$ cat src/motor_lock_regs.vh
// Register map, field positions, reset values and timing for motor_lock.
// Assumes Avalon-MM byte addressing, 32-bit data, one register per word.
`ifndef MOTOR_LOCK_REGS_VH
`define MOTOR_LOCK_REGS_VH
// ----------------------------------------------------------------------
// Register byte offsets
// ----------------------------------------------------------------------
`define REG_ADVANCE      4'h0
`define REG_ACCEL        4'h4
`define REG_LOCK_CFG     4'h8
`define REG_FAULT        4'hC
// ----------------------------------------------------------------------
// Field positions
// ----------------------------------------------------------------------
`define ACCEL_THR_LSB    0
`define RES_SET_LSB      4
`define KT_SET_LSB       11
`define LOCK_EN_LSB      0
`define LOCK_THR_LSB     6
`define KT_WIN_LSB       9
`define FAULT_OCP_BIT    6
`define FAULT_HIZ_BIT    7
`define FAULT_DELAY_LSB  8
`define FAULT_ULIM_LSB   16
// ----------------------------------------------------------------------
// Reset values and timing
// ----------------------------------------------------------------------
`define LOCK_EN_RESET    6'h3F
`define ADVANCE_STEP_NS  2500
`define LOCK_OFF_CYCLES  5000
`define LOCK_EVAL_CYCLES 1000
`define NO_MOTOR_MA      140
`endif

$ cat src/advance_decode.v
// Decodes the commutation advance code into a delay in nanoseconds.
// Pure combinational; caller registers the result.
`timescale 1ns/1ps
`include "motor_lock_regs.vh"
module advance_decode (
  input  wire [6:0]  advance_code,
  output wire [31:0] advance_delay_ns
);
  // Step of 2.5 us times value, shifted left by the shift field
  wire [3:0]  advance_value = advance_code[3:0];
  wire [2:0]  advance_shift = advance_code[6:4];
  wire [31:0] base_ns = advance_value * `ADVANCE_STEP_NS;
  assign advance_delay_ns = base_ns << advance_shift;
endmodule // advance_decode

$ cat src/motor_lock.v
// Lock detection, current limit and fault handling for a sensorless
// three-phase driver. Analog measurements arrive as synchronous words
// from the sensing front end on mclk; registers over Avalon-MM.
//
// Notes on behaviour
// - Advance code decodes to delay in nanoseconds
// - Delay is 2.5us times value, shifted
// - Overcurrent shutdown always on, fixed threshold
// - Acceleration limit clamps amplitude, no fault
// - Ceiling is I times R plus speed times Kt
// - Acceleration limit only in closed loop
// - Six enable bits disable each detector
// - Six fault flags, cleared on restart
// - Flags set even when scheme disabled
// - Fault tri-states outputs after surge suppression
// - Restart automatically after lock-off interval
// - Low-side overcurrent trip sets flag zero
// - BEMF estimated from current and from speed
// - BEMF over amplitude for interval sets flag one
// - Measured Kt integrated per half cycle
// - Kt outside window for interval sets flag two
// - No current over 140 mA after handoff
// - No BEMF one cycle after handoff rate
// - Period doubling in closed loop is stuck
//
// The register addresses and the Avalon-MM interface to the registers were left to the implementer.
`timescale 1ns/1ps
`include "motor_lock_regs.vh"
module motor_lock #(
  parameter LOCK_OFF_CYCLES  = `LOCK_OFF_CYCLES,
  parameter LOCK_EVAL_CYCLES = `LOCK_EVAL_CYCLES,
  parameter OCP_THRESHOLD    = 16'hF000
) (
  input  wire        mclk,
  input  wire        arst_n,
  input  wire        clk_en,
  // Avalon-MM slave
  input  wire [3:0]  avs_address,
  input  wire        avs_read,
  input  wire        avs_write,
  input  wire [31:0] avs_writedata,
  output reg  [31:0] avs_readdata,
  output wire        avs_waitrequest,
  // Measurements from the sensing front end
  input  wire [15:0] phase_u_current_ma,
  input  wire [15:0] low_side_current_ma,
  input  wire [15:0] motor_speed,
  input  wire [15:0] output_amplitude,
  input  wire [15:0] speed_command,
  input  wire        closed_loop,
  input  wire        loop_handoff,
  input  wire        open_loop_rate_ok,
  input  wire        bemf_zero_cross,
  input  wire        half_cycle_end,
  input  wire [15:0] bemf_sample,
  input  wire [15:0] commutation_period,
  input  wire        period_done,
  input  wire        elec_cycle_end,
  // Towards the output stage
  output reg  [15:0] amplitude_limited,
  output reg         drive_enable,
  output reg         high_side_off,
  output reg         restart,
  output reg  [31:0] advance_delay_ns
);
  // --------------------------------------------------------------------
  // Constants
  // --------------------------------------------------------------------
  localparam ST_RUN = 2'd0;
  localparam ST_SURGE = 2'd1;
  localparam ST_OFF = 2'd2;
  localparam SURGE_CYCLES = 8'd16;

  // Shift-over-value decode of a 7-bit setting
  function [31:0] sov;
    input [6:0] s;
    begin
      sov = {28'd0, s[3:0]} << s[6:4];
    end
  endfunction

  // --------------------------------------------------------------------
  // Registers
  // --------------------------------------------------------------------
  reg  [6:0]  advance_code;
  reg  [3:0]  accel_limit_threshold;
  reg  [6:0]  winding_resistance_setting;
  reg  [6:0]  velocity_constant_setting;
  reg  [5:0]  lock_scheme_enables;
  reg  [2:0]  lock_current_threshold;
  reg  [1:0]  velocity_window_select;
  reg  [5:0]  fault_flags;
  reg         ocp_flag;
  reg  [1:0]  state;
  reg  [31:0] timer;
  reg  [15:0] eval_bemf_cnt;
  reg  [15:0] eval_kt_cnt;
  reg  [31:0] kt_accum;
  reg  [31:0] kt_measured;
  reg  [15:0] prev_period;
  reg         handoff_wait;
  reg         ol_watch;
  wire [31:0] next_delay;

  // Avalon answers in the same cycle
  assign avs_waitrequest = 1'b0;

  advance_decode u_adv (
    .advance_code     (advance_code),
    .advance_delay_ns (next_delay)
  );

  // --------------------------------------------------------------------
  // Estimates and thresholds
  // --------------------------------------------------------------------
  // Threshold current in mA: 250 mA steps, field value plus one, so zero gives 250 mA
  wire [31:0] threshold_current = ({28'd0, accel_limit_threshold} + 32'd1)
                                  * 32'd250;
  wire [31:0] lock_limit_ma = ({29'd0, lock_current_threshold} + 32'd1)
                              * 32'd1000;
  wire [31:0] r_val = sov(winding_resistance_setting);
  wire [31:0] kt_val = sov(velocity_constant_setting);
  // Ceiling uses programmed current and R plus measured speed, no measured current
  wire [31:0] u_limit = threshold_current * r_val
                        + {16'd0, motor_speed} * kt_val;
  // Two BEMF estimates: from current/resistance and from speed/Kt
  wire [31:0] ir_drop = {16'd0, phase_u_current_ma} * r_val;
  wire [31:0] bemf_from_current = ({16'd0, output_amplitude} > ir_drop) ?
    {16'd0, output_amplitude} - ir_drop : 32'd0;
  wire [31:0] bemf_from_speed = {16'd0, motor_speed} * kt_val;
  wire bemf_high = (bemf_from_current > {16'd0, output_amplitude}) ||
                   (bemf_from_speed > {16'd0, output_amplitude});
  // Kt window: quarter, eighth, sixteenth or half of nominal
  wire [31:0] kt_margin = (velocity_window_select == 2'd0) ? kt_val >> 2 :
                          (velocity_window_select == 2'd1) ? kt_val >> 3 :
                          (velocity_window_select == 2'd2) ? kt_val >> 4 :
                          kt_val >> 1;
  wire kt_out = (kt_measured < kt_val - kt_margin) ||
                (kt_measured > kt_val + kt_margin);

  // --------------------------------------------------------------------
  // Detector conditions
  // --------------------------------------------------------------------
  wire running = (state == ST_RUN);
  wire [5:0] detect;
  assign detect[0] = running &&
                     ({16'd0, low_side_current_ma} > lock_limit_ma);
  assign detect[1] = running &&
                     (eval_bemf_cnt == LOCK_EVAL_CYCLES[15:0]);
  assign detect[2] = running &&
                     (eval_kt_cnt == LOCK_EVAL_CYCLES[15:0]);
  assign detect[3] = running && handoff_wait && closed_loop &&
                     (phase_u_current_ma <= `NO_MOTOR_MA);
  assign detect[4] = running && ol_watch && elec_cycle_end &&
                     !bemf_zero_cross;
  assign detect[5] = running && closed_loop && period_done &&
                     (prev_period != 16'd0) &&
                     ({1'b0, commutation_period} >=
                      {prev_period, 1'b0});
  wire ocp_trip = running && (low_side_current_ma >= OCP_THRESHOLD);
  // Only enabled detectors stop the motor; overcurrent cannot be masked
  wire fault_event = |(detect & lock_scheme_enables)
                     || ocp_trip;

  // --------------------------------------------------------------------
  // Register writes and fault flags
  // --------------------------------------------------------------------
  always @(posedge mclk or negedge arst_n) begin
    if (!arst_n) begin
      advance_code <= 7'h00;
      accel_limit_threshold <= 4'h0;
      winding_resistance_setting <= 7'h00;
      velocity_constant_setting <= 7'h00;
      lock_scheme_enables <= `LOCK_EN_RESET;
      lock_current_threshold <= 3'h7;
      velocity_window_select <= 2'h0;
      fault_flags <= 6'h00;
      ocp_flag <= 1'b0;
    end else if (clk_en) begin
      if (avs_write && avs_address == `REG_ADVANCE)
        advance_code <= avs_writedata[6:0];
      if (avs_write && avs_address == `REG_ACCEL) begin
        accel_limit_threshold <= avs_writedata[3:0];
        winding_resistance_setting <= avs_writedata[10:4];
        velocity_constant_setting <= avs_writedata[17:11];
      end
      if (avs_write && avs_address == `REG_LOCK_CFG) begin
        lock_scheme_enables <= avs_writedata[5:0];
        lock_current_threshold <= avs_writedata[8:6];
        velocity_window_select <= avs_writedata[10:9];
      end
      // Cleared on restart, but a detection in the same cycle wins
      if (restart) begin
        fault_flags <= detect;
        ocp_flag <= ocp_trip;
      end else begin
        fault_flags <= fault_flags | detect;
        ocp_flag <= ocp_flag | ocp_trip;
      end
    end
  end

  // Read mux, unmapped reads zero
  always @* begin
    case (avs_address)
      `REG_ADVANCE:  avs_readdata = {25'd0, advance_code};
      `REG_ACCEL:    avs_readdata = {14'd0, velocity_constant_setting,
                                     winding_resistance_setting,
                                     accel_limit_threshold};
      `REG_LOCK_CFG: avs_readdata = {21'd0, velocity_window_select,
                                     lock_current_threshold,
                                     lock_scheme_enables};
      `REG_FAULT:    avs_readdata = {u_limit[15:0], next_delay[15:8],
                                     !drive_enable, ocp_flag, fault_flags};
      default:       avs_readdata = 32'h0000_0000;
    endcase
  end

  // --------------------------------------------------------------------
  // Evaluation counters and Kt integration
  // --------------------------------------------------------------------
  always @(posedge mclk or negedge arst_n) begin
    if (!arst_n) begin
      eval_bemf_cnt <= 16'd0;
      eval_kt_cnt <= 16'd0;
      kt_accum <= 32'd0;
      kt_measured <= 32'd0;
      prev_period <= 16'd0;
      handoff_wait <= 1'b0;
      ol_watch <= 1'b0;
    end else if (clk_en) begin
      // Continuous condition over the interval; any break restarts it
      if (!running || !bemf_high)
        eval_bemf_cnt <= 16'd0;
      else if (eval_bemf_cnt != LOCK_EVAL_CYCLES[15:0])
        eval_bemf_cnt <= eval_bemf_cnt + 16'd1;
      if (!running || !closed_loop || !kt_out)
        eval_kt_cnt <= 16'd0;
      else if (eval_kt_cnt != LOCK_EVAL_CYCLES[15:0])
        eval_kt_cnt <= eval_kt_cnt + 16'd1;
      // Integral over a half electrical cycle is speed independent
      if (half_cycle_end) begin
        kt_measured <= kt_accum;
        kt_accum <= 32'd0;
      end else
        kt_accum <= kt_accum + {16'd0, bemf_sample};
      if (period_done)
        prev_period <= commutation_period;
      if (!closed_loop)
        prev_period <= 16'd0;
      // One check right after handoff to closed loop
      handoff_wait <= loop_handoff;
      // Watch one electrical cycle once the drive rate passes handoff
      if (!running || closed_loop || bemf_zero_cross)
        ol_watch <= 1'b0;
      else if (open_loop_rate_ok)
        ol_watch <= 1'b1;
    end
  end

  // --------------------------------------------------------------------
  // Shutdown, surge suppression and retry sequence
  // --------------------------------------------------------------------
  always @(posedge mclk or negedge arst_n) begin
    if (!arst_n) begin
      state <= ST_RUN;
      timer <= 32'd0;
      drive_enable <= 1'b1;
      high_side_off <= 1'b0;
      restart <= 1'b0;
    end else if (clk_en) begin
      restart <= 1'b0;
      case (state)
        ST_RUN: begin
          if (fault_event) begin
            // High side first so winding energy decays via low side
            state <= ST_SURGE;
            high_side_off <= 1'b1;
            timer <= 32'd0;
          end
        end
        ST_SURGE: begin
          if (timer[7:0] == SURGE_CYCLES - 8'd1) begin
            state <= ST_OFF;
            drive_enable <= 1'b0;
            timer <= 32'd0;
          end else
            timer <= timer + 32'd1;
        end
        ST_OFF: begin
          if (timer == LOCK_OFF_CYCLES - 1) begin
            state <= ST_RUN;
            drive_enable <= 1'b1;
            high_side_off <= 1'b0;
            restart <= 1'b1;
          end else
            timer <= timer + 32'd1;
        end
        default: state <= ST_RUN;
      endcase
    end
  end

  // --------------------------------------------------------------------
  // Amplitude clamp and advance delay
  // --------------------------------------------------------------------
  always @(posedge mclk or negedge arst_n) begin
    if (!arst_n) begin
      amplitude_limited <= 16'h0000;
      advance_delay_ns <= 32'h0000_0000;
    end else if (clk_en) begin
      // Clamp only; never touches the fault path
      if (closed_loop && ({16'd0, speed_command} > u_limit))
        amplitude_limited <= u_limit[15:0];
      else
        amplitude_limited <= speed_command;
      advance_delay_ns <= next_delay;
    end
  end
endmodule // motor_lock

$ cat config.mk
export PLATFORM = sky130hd
export DESIGN_NAME = motor_lock
export DESIGN_NICKNAME = d
export VERILOG_FILES = /design/src/advance_decode.v /design/src/motor_lock.v
export VERILOG_INCLUDE_DIRS = /design/src
export SDC_FILE = /design/constraint.sdc
export NUM_CORES = 1
export LEC_CHECK = 0
export ABC_AREA = 1
export BUFFER_PORTS_ARGS = -buffer_cell sky130_fd_sc_hd__buf_2
export CORE_ASPECT_RATIO = 2
export CORE_MARGIN = 5
export CORE_UTILIZATION = 45
export DETAILED_ROUTE_END_ITERATION = 10
export GPL_TIMING_DRIVEN = 0
export RECOVER_POWER = 25
export SETUP_SLACK_MARGIN = 0.05
export SYNTH_ARGS = -nofsm -noshare
export SYNTH_HDL_FRONTEND = slang
export SYNTH_SLANG_ARGS = --single-unit
$ cat constraint.sdc
create_clock -name mclk -period 13 [get_ports mclk]
set_clock_uncertainty 0.15 [all_clocks]
set_input_delay 0.65 -clock mclk [delete_from_list [all_inputs] [get_ports mclk]]
set_output_delay 0.65 -clock mclk [all_outputs]
set_load 0.1 [all_outputs]
==> impl_metrics.csv <==
group,metric,value,unit
clocking,cts.sinks,231,
yosys,synth.area.top_cells,"fa_1 19%, ha_1 18%, dfrtp_1 15%",
floorplanning,std_cell_rows,150,
critical_path,start_kind,"flop",
run_status,run_status,"finished, violations left",
clocking,cts_buffer_depth,3,
yosys,seq_area_frac_synth,0.153,
sta,fin_crit,12.34,ns
global_route,grt_max_degree,117,
floorplanning,io_pins,244,
route,post_drt_wl_per_cell,19.3,um
floorplanning,die_area,90500,sq um
sta,tns,0,ns
route,antenna_left,0,
yosys,synth_cells,5125,
yosys,netlist_area,37900,sq um
clocking,cts_tree,"yes",
critical_path,critPathKind,"reg2reg",
critical_path,cp-end-kind,"flop",
route,drc,0,
placed_design,routabilityCongestion,0.975,
critical_path,cp_top_family,"adder cells",
sta,relSlewSlack,-3.31,
floorplanning,die_x,215,um
run_status,violations,"max-capacitance violations, max-slew violations",
global_route,antenna_found_initial,4,
yosys,yosysMostFrequentCell,"nand2_1",
global_route,overflow,0,
run,cap_violations,2,
global_route,gr-usage-met2,0.523,
critical_path,critPathSlowestCell,"fa_1",
critical_path,path_max_fanout,10,
yosys,yosys_register_bits,231,
global_route,grt_pass1_wl,195,mm
critical_path,arrival,12.64,ns
clocking,htreeDepth,1,
sta,setup_viol,0,
sta,worst_pin_slew,6.47,ns
sta,post-route-period-util,0.949,
global_route,grt_busiest_layer,"met2",
global_route,grt_pass1_vias,36400,
sta,maxSlewViolCount,232,
yosys,yosysWarningCount,0,
yosys,synthFlopType,"dfrtp_1",
clocking,clock_latency,0.59,ns
clocking,cts_root_buf,"clkbuf_16",
clocking,cts.reportedPaths.clkPinSlew,0.07,ns
route,via_per_inst,5.39,
sta,rsz0062_at_grt,"false",
floorplanning,coreArea,83700,sq um
route,first_pass_iters,6,
global_route,grt_usage,0.272,
critical_path,critPathBufInv,12,
route,drtIter0Drc,1901,
critical_path,slowest_delay,0.60,ns
route,vias,34800,
yosys,synth_edf_count,0,
clocking,cts_made_buffers,28,
yosys,synth.distinct_cells,70,
sta,max_freq,81.0,MHz
cells_and_area,drive_gt1_frac,0.0759,
global_route,grtUsageMet1,0.292,
cells_and_area,fin_nets,6436,
yosys,synth.avg_cell_area,7.40,sq um
floorplanning,die_h,421,um
route,routed_wl,125,mm
sta,hold_ws,0.145,ns
worst_hold_path,hold_path_class,"in2reg",
yosys,yosys.area.top_type,"fa_1",
floorplanning,start_util,0.453,
cells_and_area,area_growth,9.43,%
sta,hold_viol,0,
global_route,met3_usage,0.0319,
placed_design,hpwl,108,mm
placed_design,port_buffers,202,
yosys,synth_common_cells,"1,148 x nand2_1, 944 x inv_1, 533 x ha_1",
cells_and_area,layoutNonFillerInstCount,6466,
yosys,async_flop_share,1.00,
cells_and_area,fin_util,0.496,
yosys,yosysTopAreaCellShare,0.193,
critical_path,cp_data_required_time,13.30,ns
placed_design,placedCellCount,6406,
worst register-to-register path: cells and delay by family (launching register included):
| family | cells | cell delay [ns] |
|---|---|---|
| xor gates and xnor gates | 3 | 0.58 |
| DFF | 1 | 0.45 |
| adders and majority gates | 12 | 5.67 |
| buffers and inverters | 12 | 1.36 |
| and+or+nand+nor | 21 | 2.90 |
| AOI/OAI and AO/OA | 7 | 1.08 |
state kept, by name, indices dropped and copies added, names as in the netlist:
| register | cells |
|---|---|
| velocity_window_select | 2 |
| accel_limit_threshold | 4 |
| kt_measured | 32 |
| advance_delay_ns | 21 |
| velocity_constant_setting | 7 |
| timer | 32 |
| amplitude_limited | 16 |
| high_side_off | 1 |
| lock_current_threshold | 3 |
| eval_kt_cnt | 16 |
| eval_bemf_cnt | 16 |
| drive_enable | 1 |
| ocp_flag | 1 |
| state | 2 |
| advance_code | 7 |
| restart | 1 |
| lock_scheme_enables | 6 |
| ol_watch | 1 |
| winding_resistance_setting | 7 |
| fault_flags | 6 |
| kt_accum | 32 |
| prev_period | 16 |
| handoff_wait | 1 |
stage by stage:
step	cell area, sq um	setup WS (ns)
2_1_floorplan	38000	2.21
3_3_place_gp	40300	0.110
3_5_place_dp	40400	0.137
4_1_cts	41500	0.366
5_1_grt	41500	0.00646
6_report	41500	0.658
layer usage:
metal  part of all wire  wire length [um]  vias to the layer above
li1                   -                 -                    16700
met1               0.36             45300                    16900
met2               0.53             66500                      943
met3              0.046              5770                      285
met4              0.060              7510                        6
met5            0.00030                37                        -
area by class of cell:
type	count	area [sq um]
Multi-Input combinational cell	3798	28000
Sequential cell	231	5790
Antenna cell	3	7.51
Inverter	977	3670
Buffer	130	593
Clock inverter	16	243
Timing Repair Buffer	211	1080
Clock buffer	36	791
Tap cell	1064	1330
Fill cell	8644	42200
placed cells by master, fill, tap and decap left out, types with 104 or more instances in the layout:
cell,n
inv_1,943
o21ai_0,225
fa_1,366
nor2_1,485
a21oi_1,239
nand3_1,159
nand4_1,114
ha_1,533
buf_2,208
xor2_1,104
nand2_1,1148
dfrtp_1,220
kinds of logic (layout without fill, tap and decap cells):
family | Yosys count | in the layout | share of synthesized area
and+or+nand+nor | 2099 | 2099 | 0.235
buffers and inverters | 1107 | 1370 | 0.112
adders and majority gates | 899 | 899 | 0.369
AOI/OAI and AO/OA | 618 | 618 | 0.0918
DFF | 231 | 231 | 0.153
xor gates and xnor gates | 164 | 164 | 0.0379
muxes | 6 | 6 | 0.00165
other | 1 | 15 | 0.0000989
repair_timing:
action,CTS,global route
hold buffers,1,0
buffers inserted,0,4
resized for setup,1,19
pin swaps,0,1
setup endpoints to repair,1,16
endpoints found under the hold margin,13,0
final timing paths:
check / start / to / slack, ns / cells after the start
min: half_cycle_end / kt_accum[14] / 0.14 / 2
min in group asynchronous: arst_n / eval_bemf_cnt[14] / 0.24 / 2
max in group asynchronous: arst_n / accel_limit_threshold[0] / 5.71 / 3
min reg2reg: amplitude_limited[5] / amplitude_limited[5] / 0.33 / 2
max: accel_limit_threshold[0] / amplitude_limited[12] / 0.66 / 55
max reg2reg: accel_limit_threshold[0] / amplitude_limited[12] / 0.66 / 55
Power is left out: the tool's default activity adds up to more than one toggle a clock period on the data nets, which glitch-free logic cannot reach.
